File: src/rtl/port_tag_wake_irq_consts.vh
// constants for the per-port tag, wake event and interrupt register slice
//
// Behaviour
// - tag high byte: PCP 7:5, DEI 4, VID 11:8 in 3:0; resets 0x00.
// - tag low byte holds VID 7:0, resets 0x01 so VLAN one.
// - port number in address top nibble; ports 1-3, PHY bits ports 1-2.
// - magic flag bit 2 sets only if destination equals switch MAC.
// - link-up flag bit 1 sets on link rising, PHY ports only.
// - energy flag bit 0 sets on cable energy, PHY ports only.
// - enable bit 2 lets magic packet assert power event output.
// - enable bit 1 lets link-up assert power event output.
// - enable bit 0 lets cable energy assert power event output.
// - PHY status bit 1 reflects pending PHY interrupt, PHY ports only.
// - ACL status bit 0 sets on counter-mode ACL interrupt, all ports.
// - toggling ACL mask bit clears the ACL status bit.
// - mask bits are inverted: zero enables; both reset to zero.
// - status reaches interrupt output only when its mask enables it.
// - entry words three and four carry lookup or static table layout.
// - reading top byte of entry word four clears search-valid flag.
`ifndef PORT_TAG_WAKE_IRQ_CONSTS_VH
`define PORT_TAG_WAKE_IRQ_CONSTS_VH

// ****************************************************************
// port address map
// ****************************************************************
`define PORT_FIRST 4'h1
`define PORT_LAST 4'h3
`define PORT_MAC 4'h3
`define OFS_TAG_HIGH 12'h000
`define OFS_TAG_LOW 12'h001
`define OFS_WAKE_FLAGS 12'h013
`define OFS_WAKE_ENABLE 12'h017
`define OFS_IRQ_STATUS 12'h01B
`define OFS_IRQ_MASK 12'h01F

// ****************************************************************
// table entry words
// ****************************************************************
`define ADDR_ENTRY3 16'h0428
`define ADDR_ENTRY4 16'h042C
`define ADDR_ENTRY4_TOP 16'h042F

// ****************************************************************
// reset values and fields
// ****************************************************************
`define TAG_HIGH_RST 8'h00
`define TAG_LOW_RST 8'h01
`define WAKE_MAGIC_BIT 2
`define WAKE_LINK_BIT 1
`define WAKE_ENERGY_BIT 0
`define WAKE_KEEP_PHY 3'h7
`define WAKE_KEEP_MAC 3'h4
`define IRQ_PHY_BIT 1
`define IRQ_ACL_BIT 0
`define IRQ_KEEP_PHY 2'h3
`define IRQ_KEEP_MAC 2'h1
`define MASK_RST 2'h0

`endif

File: src/rtl/wake_event_slice.v
// wake event flags and enables of one port
`timescale 1ns/1ps
`default_nettype none
`include "port_tag_wake_irq_consts.vh"

module wake_event_slice #(
   parameter HAS_PHY = 1
) (
   input wire clock_in,
   input wire arst_n_in,
   input wire ce_in,
   input wire magic_packet_in,
   input wire [47:0] magic_dest_in,
   input wire [47:0] switch_mac_in,
   input wire link_up_in,
   input wire energy_in,
   input wire flags_wr_in,
   input wire enable_wr_in,
   input wire [7:0] wdata_in,
   output reg [2:0] flags_out,
   output reg [2:0] enable_out,
   output wire wake_out
);
   localparam [2:0] KEEP = HAS_PHY ? `WAKE_KEEP_PHY : `WAKE_KEEP_MAC;
   reg link_prev;
   wire [2:0] set;
   wire [2:0] clear;

   assign set[`WAKE_MAGIC_BIT] = magic_packet_in &&
      (magic_dest_in == switch_mac_in);
   assign set[`WAKE_LINK_BIT] = link_up_in & ~link_prev;
   assign set[`WAKE_ENERGY_BIT] = energy_in;
   assign clear = flags_wr_in ? wdata_in[2:0] : 3'h0;
   assign wake_out = |(flags_out & enable_out);

   always @(posedge clock_in or negedge arst_n_in) begin
      if (!arst_n_in) begin
         flags_out <= 3'h0;
         enable_out <= 3'h0;
         link_prev <= 1'b0;
      end else if (ce_in) begin
         link_prev <= link_up_in;
         // set wins over a clear in the same cycle
         flags_out <= ((flags_out & ~clear) | set) & KEEP;
         if (enable_wr_in) begin
            enable_out <= wdata_in[2:0] & KEEP;
         end
      end
   end
endmodule

`default_nettype wire

File: src/rtl/port_irq_slice.v
// interrupt status and inverted mask of one port
`timescale 1ns/1ps
`default_nettype none
`include "port_tag_wake_irq_consts.vh"

module port_irq_slice #(
   parameter HAS_PHY = 1
) (
   input wire clock_in,
   input wire arst_n_in,
   input wire ce_in,
   input wire phy_irq_in,
   input wire acl_irq_in,
   input wire mask_wr_in,
   input wire [7:0] wdata_in,
   output reg [1:0] status_out,
   output reg [1:0] mask_out,
   output wire irq_out
);
   localparam [1:0] KEEP = HAS_PHY ? `IRQ_KEEP_PHY : `IRQ_KEEP_MAC;
   wire acl_clear;

   assign acl_clear = mask_wr_in &&
      (wdata_in[`IRQ_ACL_BIT] != mask_out[`IRQ_ACL_BIT]);
   assign irq_out = |(status_out & ~mask_out);

   always @(posedge clock_in or negedge arst_n_in) begin
      if (!arst_n_in) begin
         status_out <= 2'h0;
         mask_out <= `MASK_RST;
      end else if (ce_in) begin
         status_out[`IRQ_PHY_BIT] <= phy_irq_in & KEEP[`IRQ_PHY_BIT];
         status_out[`IRQ_ACL_BIT] <= acl_irq_in |
            (status_out[`IRQ_ACL_BIT] & ~acl_clear);
         if (mask_wr_in) begin
            mask_out <= wdata_in[1:0] & KEEP;
         end
      end
   end
endmodule

`default_nettype wire

File: src/rtl/port_tag_wake_irq_regs.v
// per-port tag, wake event, interrupt and table entry registers
`timescale 1ns/1ps
`default_nettype none
`include "port_tag_wake_irq_consts.vh"

module port_tag_wake_irq_regs #(
   parameter NUM_PORTS = 3,
   parameter NUM_PHY_PORTS = 2
) (
   input wire clock_in,
   input wire arst_n_in,
   input wire ce_in,
   input wire [15:0] addr_in,
   input wire [7:0] wdata_in,
   input wire wr_in,
   input wire rd_in,
   output reg [7:0] rdata_out,
   input wire [NUM_PORTS-1:0] magic_packet_in,
   input wire [48*NUM_PORTS-1:0] magic_dest_in,
   input wire [47:0] switch_mac_in,
   input wire [NUM_PORTS-1:0] link_up_in,
   input wire [NUM_PORTS-1:0] energy_in,
   input wire [NUM_PORTS-1:0] phy_irq_in,
   input wire [NUM_PORTS-1:0] acl_irq_in,
   input wire static_table_sel_in,
   input wire engine_load_in,
   input wire [31:0] engine_word3_in,
   input wire [31:0] engine_word4_in,
   input wire search_valid_set_in,
   output reg [31:0] table_entry3_out,
   output reg [31:0] table_entry4_out,
   output reg static_table_out,
   output reg search_valid_out,
   output wire [16*NUM_PORTS-1:0] default_tag_out,
   output wire [3*NUM_PORTS-1:0] pcp_out,
   output wire [NUM_PORTS-1:0] dei_out,
   output wire [12*NUM_PORTS-1:0] vid_out,
   output reg [NUM_PORTS-1:0] port_irq_out,
   output reg irq_out,
   output reg power_event_output_out
);

   // ****************************************************************
   // decode helpers
   // ****************************************************************
   function [3:0] port_num;
      input integer idx;
      begin
         port_num = idx[3:0] + `PORT_FIRST;
      end
   endfunction

   function hit;
      input [15:0] a;
      input [3:0] n;
      input [11:0] ofs;
      begin
         hit = (a[15:12] == n) && (a[11:0] == ofs);
      end
   endfunction

   function in_word;
      input [15:0] a;
      input [15:0] base;
      begin
         in_word = (a[15:2] == base[15:2]);
      end
   endfunction

   function [7:0] byte_of;
      input [31:0] w;
      input [1:0] idx;
      begin
         if (idx == 2'h0) begin
            byte_of = w[7:0];
         end else if (idx == 2'h1) begin
            byte_of = w[15:8];
         end else if (idx == 2'h2) begin
            byte_of = w[23:16];
         end else begin
            byte_of = w[31:24];
         end
      end
   endfunction

   function [31:0] put_byte;
      input [31:0] w;
      input [1:0] idx;
      input [7:0] b;
      begin
         put_byte = w;
         if (idx == 2'h0) begin
            put_byte[7:0] = b;
         end else if (idx == 2'h1) begin
            put_byte[15:8] = b;
         end else if (idx == 2'h2) begin
            put_byte[23:16] = b;
         end else begin
            put_byte[31:24] = b;
         end
      end
   endfunction

   // ****************************************************************
   // per-port storage and slices
   // ****************************************************************
   reg [7:0] tag_high [0:NUM_PORTS-1];
   reg [7:0] tag_low [0:NUM_PORTS-1];
   wire [3*NUM_PORTS-1:0] wake_flags;
   wire [3*NUM_PORTS-1:0] wake_enable;
   wire [NUM_PORTS-1:0] wake_any;
   wire [2*NUM_PORTS-1:0] irq_status;
   wire [2*NUM_PORTS-1:0] irq_mask;
   wire [NUM_PORTS-1:0] irq_any;
   wire write_ok;
   wire read_ok;
   integer k;
   integer j;

   assign write_ok = ce_in & wr_in;
   assign read_ok = ce_in & rd_in;

   genvar g;
   generate
      for (g = 0; g < NUM_PORTS; g = g + 1) begin : port_slot
         wire flags_wr;
         wire enable_wr;
         wire mask_wr;

         assign flags_wr = write_ok &&
            hit(addr_in, port_num(g), `OFS_WAKE_FLAGS);
         assign enable_wr = write_ok &&
            hit(addr_in, port_num(g), `OFS_WAKE_ENABLE);
         assign mask_wr = write_ok &&
            hit(addr_in, port_num(g), `OFS_IRQ_MASK);

         // high byte first so the tag reads as one 16-bit word
         assign default_tag_out[16*g+15:16*g] = {tag_high[g], tag_low[g]};
         assign pcp_out[3*g+2:3*g] = tag_high[g][7:5];
         assign dei_out[g] = tag_high[g][4];
         assign vid_out[12*g+11:12*g] = {tag_high[g][3:0], tag_low[g]};

         wake_event_slice #(
            .HAS_PHY(g < NUM_PHY_PORTS)
         ) wake_unit (
            .clock_in(clock_in),
            .arst_n_in(arst_n_in),
            .ce_in(ce_in),
            .magic_packet_in(magic_packet_in[g]),
            .magic_dest_in(magic_dest_in[48*g+47:48*g]),
            .switch_mac_in(switch_mac_in),
            .link_up_in(link_up_in[g]),
            .energy_in(energy_in[g]),
            .flags_wr_in(flags_wr),
            .enable_wr_in(enable_wr),
            .wdata_in(wdata_in),
            .flags_out(wake_flags[3*g+2:3*g]),
            .enable_out(wake_enable[3*g+2:3*g]),
            .wake_out(wake_any[g])
         );

         port_irq_slice #(
            .HAS_PHY(g < NUM_PHY_PORTS)
         ) irq_unit (
            .clock_in(clock_in),
            .arst_n_in(arst_n_in),
            .ce_in(ce_in),
            .phy_irq_in(phy_irq_in[g]),
            .acl_irq_in(acl_irq_in[g]),
            .mask_wr_in(mask_wr),
            .wdata_in(wdata_in),
            .status_out(irq_status[2*g+1:2*g]),
            .mask_out(irq_mask[2*g+1:2*g]),
            .irq_out(irq_any[g])
         );
      end
   endgenerate

   // ****************************************************************
   // default tag registers
   // ****************************************************************
   always @(posedge clock_in or negedge arst_n_in) begin
      if (!arst_n_in) begin
         for (k = 0; k < NUM_PORTS; k = k + 1) begin
            tag_high[k] <= `TAG_HIGH_RST;
            tag_low[k] <= `TAG_LOW_RST;
         end
      end else if (write_ok) begin
         for (k = 0; k < NUM_PORTS; k = k + 1) begin
            if (hit(addr_in, port_num(k), `OFS_TAG_HIGH)) begin
               tag_high[k] <= wdata_in;
            end
            if (hit(addr_in, port_num(k), `OFS_TAG_LOW)) begin
               tag_low[k] <= wdata_in;
            end
         end
      end
   end

   // ****************************************************************
   // table entry words and search-valid flag
   // ****************************************************************
   always @(posedge clock_in or negedge arst_n_in) begin
      if (!arst_n_in) begin
         table_entry3_out <= 32'h00000000;
         table_entry4_out <= 32'h00000000;
         static_table_out <= 1'b0;
         search_valid_out <= 1'b0;
      end else if (ce_in) begin
         // the engines read the layout from the table select
         static_table_out <= static_table_sel_in;
         if (engine_load_in) begin
            table_entry3_out <= engine_word3_in;
            table_entry4_out <= engine_word4_in;
         end else if (wr_in && in_word(addr_in, `ADDR_ENTRY3)) begin
            table_entry3_out <= put_byte(table_entry3_out,
               addr_in[1:0], wdata_in);
         end else if (wr_in && in_word(addr_in, `ADDR_ENTRY4)) begin
            table_entry4_out <= put_byte(table_entry4_out,
               addr_in[1:0], wdata_in);
         end
         // a new result in the read cycle keeps the flag set
         if (search_valid_set_in) begin
            search_valid_out <= 1'b1;
         end else if (rd_in && (addr_in == `ADDR_ENTRY4_TOP)) begin
            search_valid_out <= 1'b0;
         end
      end
   end

   // ****************************************************************
   // read path
   // ****************************************************************
   reg [7:0] next_rdata;

   always @* begin
      next_rdata = 8'h00;
      if (in_word(addr_in, `ADDR_ENTRY3)) begin
         next_rdata = byte_of(table_entry3_out, addr_in[1:0]);
      end else if (in_word(addr_in, `ADDR_ENTRY4)) begin
         next_rdata = byte_of(table_entry4_out, addr_in[1:0]);
      end else begin
         for (j = 0; j < NUM_PORTS; j = j + 1) begin
            if (hit(addr_in, port_num(j), `OFS_TAG_HIGH)) begin
               next_rdata = tag_high[j];
            end else if (hit(addr_in, port_num(j), `OFS_TAG_LOW)) begin
               next_rdata = tag_low[j];
            end else if (hit(addr_in, port_num(j), `OFS_WAKE_FLAGS)) begin
               next_rdata = {5'h00, wake_flags[3*j+:3]};
            end else if (hit(addr_in, port_num(j), `OFS_WAKE_ENABLE)) begin
               next_rdata = {5'h00, wake_enable[3*j+:3]};
            end else if (hit(addr_in, port_num(j), `OFS_IRQ_STATUS)) begin
               next_rdata = {6'h00, irq_status[2*j+:2]};
            end else if (hit(addr_in, port_num(j), `OFS_IRQ_MASK)) begin
               next_rdata = {6'h00, irq_mask[2*j+:2]};
            end
         end
      end
   end

   always @(posedge clock_in or negedge arst_n_in) begin
      if (!arst_n_in) begin
         rdata_out <= 8'h00;
      end else if (ce_in) begin
         // data stand only in the cycle after the read strobe
         rdata_out <= read_ok ? next_rdata : 8'h00;
      end
   end

   // ****************************************************************
   // interrupt and power event outputs
   // ****************************************************************
   always @(posedge clock_in or negedge arst_n_in) begin
      if (!arst_n_in) begin
         port_irq_out <= {NUM_PORTS{1'b0}};
         irq_out <= 1'b0;
         power_event_output_out <= 1'b0;
      end else if (ce_in) begin
         port_irq_out <= irq_any;
         irq_out <= |irq_any;
         power_event_output_out <= |wake_any;
      end
   end
endmodule

`default_nettype wire

File: config.mk
export PLATFORM = sky130hd
export DESIGN_NAME = port_tag_wake_irq_regs
export DESIGN_NICKNAME = d
export VERILOG_FILES = /design/src/rtl/wake_event_slice.v /design/src/rtl/port_irq_slice.v /design/src/rtl/port_tag_wake_irq_regs.v
export VERILOG_INCLUDE_DIRS = /design/src /design/src/rtl
export SDC_FILE = /design/constraint.sdc
export NUM_CORES = 1
export LEC_CHECK = 0
export CORE_AREA = 2 2 183 185
export DETAILED_ROUTE_END_ITERATION = 6
export DIE_AREA = 0 0 185 187
export DONT_BUFFER_PORTS = 1
export GPL_TIMING_DRIVEN = 0
export PLACE_DENSITY_LB_ADDON = 0.05
export SLEW_MARGIN = 20
export SYNTH_ARGS = -nofsm -noshare
export SYNTH_HDL_FRONTEND = slang
export SYNTH_HIERARCHICAL = 1
export SYNTH_SLANG_ARGS = --single-unit
File: constraint.sdc
create_clock -name clock_in -period 1.9 [get_ports clock_in]
set_clock_uncertainty 0.05 [all_clocks]
set_input_delay 0.095 -clock clock_in [delete_from_list [all_inputs] [get_ports clock_in]]
set_output_delay 0.095 -clock clock_in [all_outputs]
set_load 0.01 [all_outputs]
==> results.sh, run 1 <==
export IMPL_dieArea_um2=34600
export IMPL_drv_slew=0
export IMPL_regArea_um2=3840
export IMPL_end_kind="flop"
export IMPL_worst_ep_required_time_ns=2.17
export IMPL_critPathArrivalTime_ns=2.16
export IMPL_port_buffers=0
export IMPL_hpwl_um=35400
export IMPL_maxCapViolations=0
export IMPL_clock_latency_ns=0.45
export IMPL_ys_ff_latch=153
export IMPL_ant_nets=0
export IMPL_fillCellCount=3406
export IMPL_synth_top_cell_by_area="dfrtp_1"
export IMPL_ir_drop_mv=0.647
export IMPL_path_clk_slew_ns=0.07
export IMPL_clockBufferDepth=2
export IMPL_ys_async_sr_fraction=1.00
export IMPL_cts_max_level=4
export IMPL_yosys_most_used_dff="dfrtp_1"
export IMPL_cts_sinks=153
export IMPL_drive_above_1_share=0.171
export IMPL_drc=0
export IMPL_netlist_top_cells_area="dfrtp_1, xnor2_1, a21oi_1"
export IMPL_drt_iter0_markers=573
export IMPL_slew_headroom=0.382
export IMPL_grt_max_degree=154
export IMPL_pwr_share_clk=0.385
export IMPL_rsz0062_at_grt="true"
export IMPL_fmax_mhz=530
export IMPL_crit_chain="mux4_2 -> nand2_2 -> nand2_2 -> a221oi_2 -> a41o_1 -> o21ai_1"
export IMPL_synth_warnings=6
export IMPL_synth_top_area_frac=0.377
export IMPL_fin_crit_sh=0.994
export IMPL_synth_most_common_cell="dfrtp_1"
export IMPL_multi_input_area_um2=5500
export IMPL_intPower_w=0.00596
export IMPL_power_frac_seq=0.442
export IMPL_grt_pass1_vias=9346
export IMPL_via_count=9270
export IMPL_hold_slack_ns=-0.705
export IMPL_ys_types=78
export IMPL_cp_max_fo=3
export IMPL_fin_crit_ns=1.89
export IMPL_die_width_um=185
export IMPL_syn_avg_cell_area_um2=9.53
export IMPL_grt_use_total=0.263
export IMPL_cpPeakStageDelay_ns=0.55
export IMPL_combPwrFrac=0.173
export IMPL_finalWirelength_um=46300
export IMPL_grt_pass1_wl_um=65600
export IMPL_synth_edf_count=0
export IMPL_gp_congestion=0.853
export IMPL_area_delta_synth_final_pct=29.0
export IMPL_criticalPathCategory="flop to flop"
export IMPL_cp_start_kind="flop"
export IMPL_outcome="finished with violations"
export IMPL_syn_inst=1044
export IMPL_switchingPower_w=0.00272
export IMPL_drt_pass1_iter_count=4
export IMPL_numCtsBuffers=17
export IMPL_initial_core_util=0.303
export IMPL_num_rows=67
export IMPL_worst_slew_pin_slew_ns=0.920
export IMPL_power_density_nw_per_um2=677
export IMPL_ios=478
export IMPL_routed_via_density=5.49
export IMPL_path_common_cell="nand2_2"
export IMPL_finalHoldViolCount=154
export IMPL_syn_area_um2=9950
export IMPL_place_area_um2=10600
export IMPL_synth_common_cells="dfrtp_1, a21oi_1, xnor2_1, nor2_1, buf_4"
export IMPL_setup_viol=0
export IMPL_hold_class="input port to asynchronous set/reset pin"
export IMPL_sw_frac_of_total=0.314
export IMPL_yosysSeqAreaShare=0.385
export IMPL_wl_per_cell_um=27.4
export IMPL_fin_nets=1527
export IMPL_antenna_found_initial=2
export IMPL_final_area_um2=12800
export IMPL_gr_total_overflow=0
export IMPL_violations="hold timing"
export IMPL_die_height_um=187
export IMPL_cts_tree="built"
export IMPL_cts_root_buffer_cell="clkbuf_16"
export IMPL_power_leakage_nw=5.20
export IMPL_design_core_area_um2=32900
export IMPL_cp_slowest_cell="mux4_2"
## critical path, delay by kind of cell, from the launching register on
family / cells / cell delay, ns
simple gates: 2 / 0.17
compound gates: 3 / 0.53
flops: 1 / 0.45
mux: 1 / 0.55
## state kept, by name, summed over array words and instances (netlist names)
register and flops:
port_slot.wake_unit/link_prev 2, rdata_out 8, power_event_output_out 1, port_slot.irq_unit/mask_out 5, default_tag_out 48, port_irq_out 3, port_slot.wake_unit/flags_out 7, port_slot.wake_unit/enable_out 7
static_table_out 1, table_entry4_out 32, search_valid_out 1, irq_out 1, port_slot.irq_unit/status_out 5, table_entry3_out 32
## worst paths after layout
path / end / start / slack, ns / cells after the start
setup reg to reg: rdata_out[4]$_DFFE_PN0P_ / table_entry4_out[28]$_DFFE_PN0P_ / 0.01 / 6
hold reg to reg: port_slot[1].wake_unit/flags_out[1]$_DFFE_PN0P_ / port_slot[1].wake_unit/link_prev$_DFFE_PN0P_ / 0.40 / 1
max in group asynchronous: default_tag_out[16]$_DFFE_PN1P_ / arst_n_in / 2.07 / 0
min in group clock_in: port_slot[2].wake_unit/flags_out[2]$_DFFE_PN0P_ / magic_dest_in[99] / -0.04 / 5
hold / removal: port_irq_out[0]$_DFFE_PN0P_ / arst_n_in / -0.71 / 0
setup / recovery: rdata_out[4]$_DFFE_PN0P_ / table_entry4_out[28]$_DFFE_PN0P_ / 0.01 / 6
## through the flow
stage / setup WS (ns) / total power (W) / setup TNS, ns / std cells / utilization
6_report: 0.0122 / 0.00868 / 0 / 1687 / 0.390
5_1_grt: -0.0364 / 0.00902 / -0.0610 / 1686 / 0.390
4_1_cts: 0.000971 / 0.00873 / 0 / 1679 / 0.386
3_5_place_dp: -0.898 / 0.00503 / -85.05 / 1496 / 0.321
3_3_place_gp: -0.878 / 0.00503 / -85.47 / 1496 / 0.321
2_1_floorplan: -0.200 / 0.00460 / -1.61 / 1048 / -
## per-layer routing
layer / routed length (um) / global-route usage
met5: 0 / 0
met1: 18300 / 0.321
met2: 24000 / 0.469
met3: 2950 / 0.0518
met4: 1090 / 0.0717
## cell usage in the layout, fill, tap and decap left out, types with 20 or more instances in the layout
cell / synthesis / routed
mux2_1: 51 / 51
nand2_1: 51 / 45
dfrtp_1: 150 / 144
inv_1: 31 / 31
nor2_1: 82 / 79
nor2b_1: 20 / 20
xor2_1: 41 / 41
a21oi_1: 127 / 127
nand4_1: 36 / 36
nand3_1: 28 / 28
dlygate4sd3_1: 0 / 146
buf_4: 55 / 63
xnor2_1: 91 / 91
## power by group through the flow
stage | combinational [W] | clock (W) | sequential [W]
after global placement | 0.00113 | 0 | 0.00390
after CTS | 0.00146 | 0.00343 | 0.00384
after detailed placement | 0.00113 | 0 | 0.00390
after global routing | 0.00163 | 0.00355 | 0.00385
final | 0.00150 | 0.00334 | 0.00384
after floorplan | 0.000849 | 0 | 0.00375
## kinds of logic after synthesis
| group | share of synthesized area |
|---|---|
| and+or+nand+nor | 0.152 |
| AOI/OAI and AO/OA | 0.153 |
| DFF | 0.385 |
| buffers and inverters | 0.0757 |
| xor gates and xnor gates | 0.116 |
| muxes | 0.117 |
| other | 0.000755 |
## layout make-up
cell class | instances | area share
inverter | 34 | 0.00995
antenna | 2 | 0.000390
sequential | 153 | 0.299
clock inverter | 14 | 0.00897
timing repair buffer | 157 | 0.122
clock buffer | 18 | 0.0342
buffer | 107 | 0.0523
tap | 448 | 0.0437
multi-input combinational | 754 | 0.429
## timing repair
action,4_1_cts,5_1_grt
cloned,0,0
resized for setup,25,30
setup endpoints to repair,102,84
setup buffers,9,2
endpoints found under the hold margin,294,163
hold buffers,142,4
pin swaps,4,7
No activity file was read; power rests on OpenSTA's default activity.
==> inputs of run 2 (changes only) <==
--- a/config.mk
+++ b/config.mk
@@ -12,6 +12,7 @@
 export DONT_BUFFER_PORTS = 1
 export GPL_TIMING_DRIVEN = 0
 export PLACE_DENSITY_LB_ADDON = 0.05
+export SETUP_SLACK_MARGIN = 0.15
 export SLEW_MARGIN = 20
 export SYNTH_ARGS = -nofsm -noshare
 export SYNTH_HDL_FRONTEND = slang
==> run 2 against run 1 <==
- the flow still finishes with violations (hold timing)
- power grew 2.9%
- critical endpoint is now rdata_out[0]$_DFFE_PN0P_
- cell area grew 3.8%
- wire length is essentially flat
- utilization grew 1.5 points
- cell count grew 1.8%
- combinational power grew 6%
==> results.sh, run 2 (synthesized netlist as in run 1, its figures left out) <==
export IMPL_cp_start_kind="flop"
export IMPL_design_core_area_um2=32900
export IMPL_worstReg2RegEnd="rdata_out[0]$_DFFE_PN0P_"
export IMPL_grt_use_total=0.266
export IMPL_crit_chain="mux4_2 -> mux2_4 -> o21ai_2 -> nand2_2 -> o21ai_1 -> a21oi_1"
export IMPL_wl_per_cell_um=26.9
export IMPL_fin_util=0.405
export IMPL_intPower_w=0.00627
export IMPL_power_leakage_nw=5.40
export IMPL_ir_drop_mv=0.634
export IMPL_cp_endpoint="rdata_out[0]$_DFFE_PN0P_"
export IMPL_worst_path_buf_inv=0
export IMPL_antenna_found_initial=4
export IMPL_numCtsBuffers=17
export IMPL_fmax_mhz=546
export IMPL_drt_iter0_markers=540
export IMPL_finalWirelength_um=46200
export IMPL_worst_slew_pin_slew_ns=0.897
export IMPL_worstSetupPathDepth=6
export IMPL_setup_viol=0
export IMPL_grt_pass1_wl_um=66700
export IMPL_highest_layer="met5"
export IMPL_fin_crit_ns=1.83
export IMPL_cts_tree="built"
export IMPL_met2WireLength_um=23100
export IMPL_drv_slew=0
export IMPL_wl_met1_um=18200
export IMPL_drive_above_1_share=0.202
export IMPL_finalHoldViolCount=154
export IMPL_clockBufferDepth=2
export IMPL_cts_max_level=4
export IMPL_cts_root_buffer_cell="clkbuf_16"
export IMPL_critPathArrivalTime_ns=2.11
export IMPL_drc=0
export IMPL_grt_max_degree=154
export IMPL_fin_nets=1557
export IMPL_sw_frac_of_total=0.298
export IMPL_r2r_worst_path_cells=6
export IMPL_maxCapViolations=0
export IMPL_violations="hold timing"
export IMPL_criticalPathCategory="flop to flop"
export IMPL_pwr_share_clk=0.392
export IMPL_routed_via_density=5.44
export IMPL_slew_headroom=0.398
export IMPL_num_rows=67
export IMPL_met3_length_um=2750
export IMPL_worst_ep_required_time_ns=2.18
export IMPL_hold_class="input port to asynchronous set/reset pin"
export IMPL_dieArea_um2=34600
export IMPL_outcome="finished with violations"
export IMPL_critPathTopFamily="multiplexers"
export IMPL_rr_startpoint="table_entry4_out[24]$_DFFE_PN0P_"
export IMPL_grt_pass1_vias=9770
export IMPL_combPwrFrac=0.178
export IMPL_path_clk_slew_ns=0.07
export IMPL_switchingPower_w=0.00266
export IMPL_final_cell_mix="dlygate4sd3_1, dfrtp_1, a21oi_1, xnor2_1, nor2_1"
export IMPL_initial_core_util=0.303
export IMPL_via_count=9346
export IMPL_ant_nets=0
export IMPL_area_delta_synth_final_pct=33.9
export IMPL_fin_crit_sh=0.964
export IMPL_hold_slack_ns=-0.702
export IMPL_clock_latency_ns=0.45
export IMPL_die_width_um=185
export IMPL_rsz0062_at_grt="true"
export IMPL_hpwl_um=35000
export IMPL_gp_congestion=0.850
export IMPL_fillCellCount=3356
export IMPL_crit_start="table_entry4_out[24]$_DFFE_PN0P_"
export IMPL_cp_max_fo=3
export IMPL_r2r_slack_ns=0.07
export IMPL_layout_commonest_cell="dlygate4sd3_1"
export IMPL_largest_register_ffs=48
export IMPL_die_height_um=187
export IMPL_ctsHoldBuffers=174
export IMPL_cts_sinks=153
export IMPL_drt_pass1_iter_count=5
export IMPL_end_kind="flop"
export IMPL_port_buffers=0
export IMPL_power_density_nw_per_um2=671
export IMPL_cpPeakStageDelay_ns=0.52
export IMPL_gr_total_overflow=0
export IMPL_power_frac_seq=0.430
export IMPL_ios=478
export IMPL_cp_slowest_cell="mux4_2"
export IMPL_setup_tns_ns=0
==> run 2: changes by cell type in the layout (fill, tap and decap cells not counted), moves of 5 or more <==
cell and change:
mux2_1 -9, buf_4 +9, dlygate4sd3_1 +21, dfrtp_1 -6
dfrtp_2 +6, mux2_4 +10, nand2_2 +5
==> run 2: how the worst min path moves through the flow <==
stage	startpoint	end	slack, ns	depth (start not counted)
after floorplan	arst_n_in	default_tag_out[10]$_DFFE_PN0P_	-0.25	0
after global placement	arst_n_in	port_slot[0].irq_unit/status_out[1]$_DFFE_PN0P_	-0.25	0
after detailed placement	arst_n_in	port_slot[0].irq_unit/mask_out[1]$_DFFE_PN0P_	-0.25	0
after CTS	arst_n_in	port_slot[0].irq_unit/mask_out[1]$_DFFE_PN0P_	-0.73	0
after global routing	arst_n_in	port_slot[0].irq_unit/mask_out[0]$_DFFE_PN0P_	-0.73	0
final	arst_n_in	port_slot[0].irq_unit/mask_out[1]$_DFFE_PN0P_	-0.70	0
==> run 2: power by group through the flow <==
stage / Clock, W / Combinational [W] / Sequential [W]
global route: 0.00375 / 0.00172 / 0.00386
CTS: 0.00360 / 0.00156 / 0.00384
finish: 0.00350 / 0.00159 / 0.00384
floorplan: 0 / 0.000857 / 0.00375
detailed placement: 0 / 0.00113 / 0.00390
global placement: 0 / 0.00113 / 0.00390
==> run 2: cell type report <==
type,instances,area (um2),share of cell area
diodes,2,5.00,0.000376
plain buffers,107,687,0.0516
clock buffers,20,447,0.0335
clock inverters,12,139,0.0104
inverters,34,128,0.00958
multi-input cells,754,5650,0.424
flip-flops and latches,153,3850,0.289
well taps,448,561,0.0421
repair buffers,187,1860,0.139
==> run 2: what timing repair did <==
action	4_1_cts	5_1_grt
setup endpoints to repair	125	109
hold endpoints to repair	294	153
pin swaps	14	22
resized for setup	37	51
setup buffers	8	10
==> run 2: metal layers <==
metal	global-route usage	vias up
met2	0.461	408
met3	0.0545	80
li1	-	4147
met5	0	-
met4	0.120	2
met1	0.316	4709
==> run 2: stage by stage <==
stage	instances	power (W)	setup slack, ns	cell area [um2]	hold slack (ns)
3_5_place_dp	1496	0.00503	-0.925	10600	-0.246
3_3_place_gp	1496	0.00503	-0.898	10600	-0.247
4_1_cts	1710	0.00900	0.0368	13100	-0.732
5_1_grt	1717	0.00933	-0.00325	13300	-0.734
6_report	1717	0.00893	0.0687	13300	-0.702
2_1_floorplan	1048	0.00461	-0.200	10100	-0.251
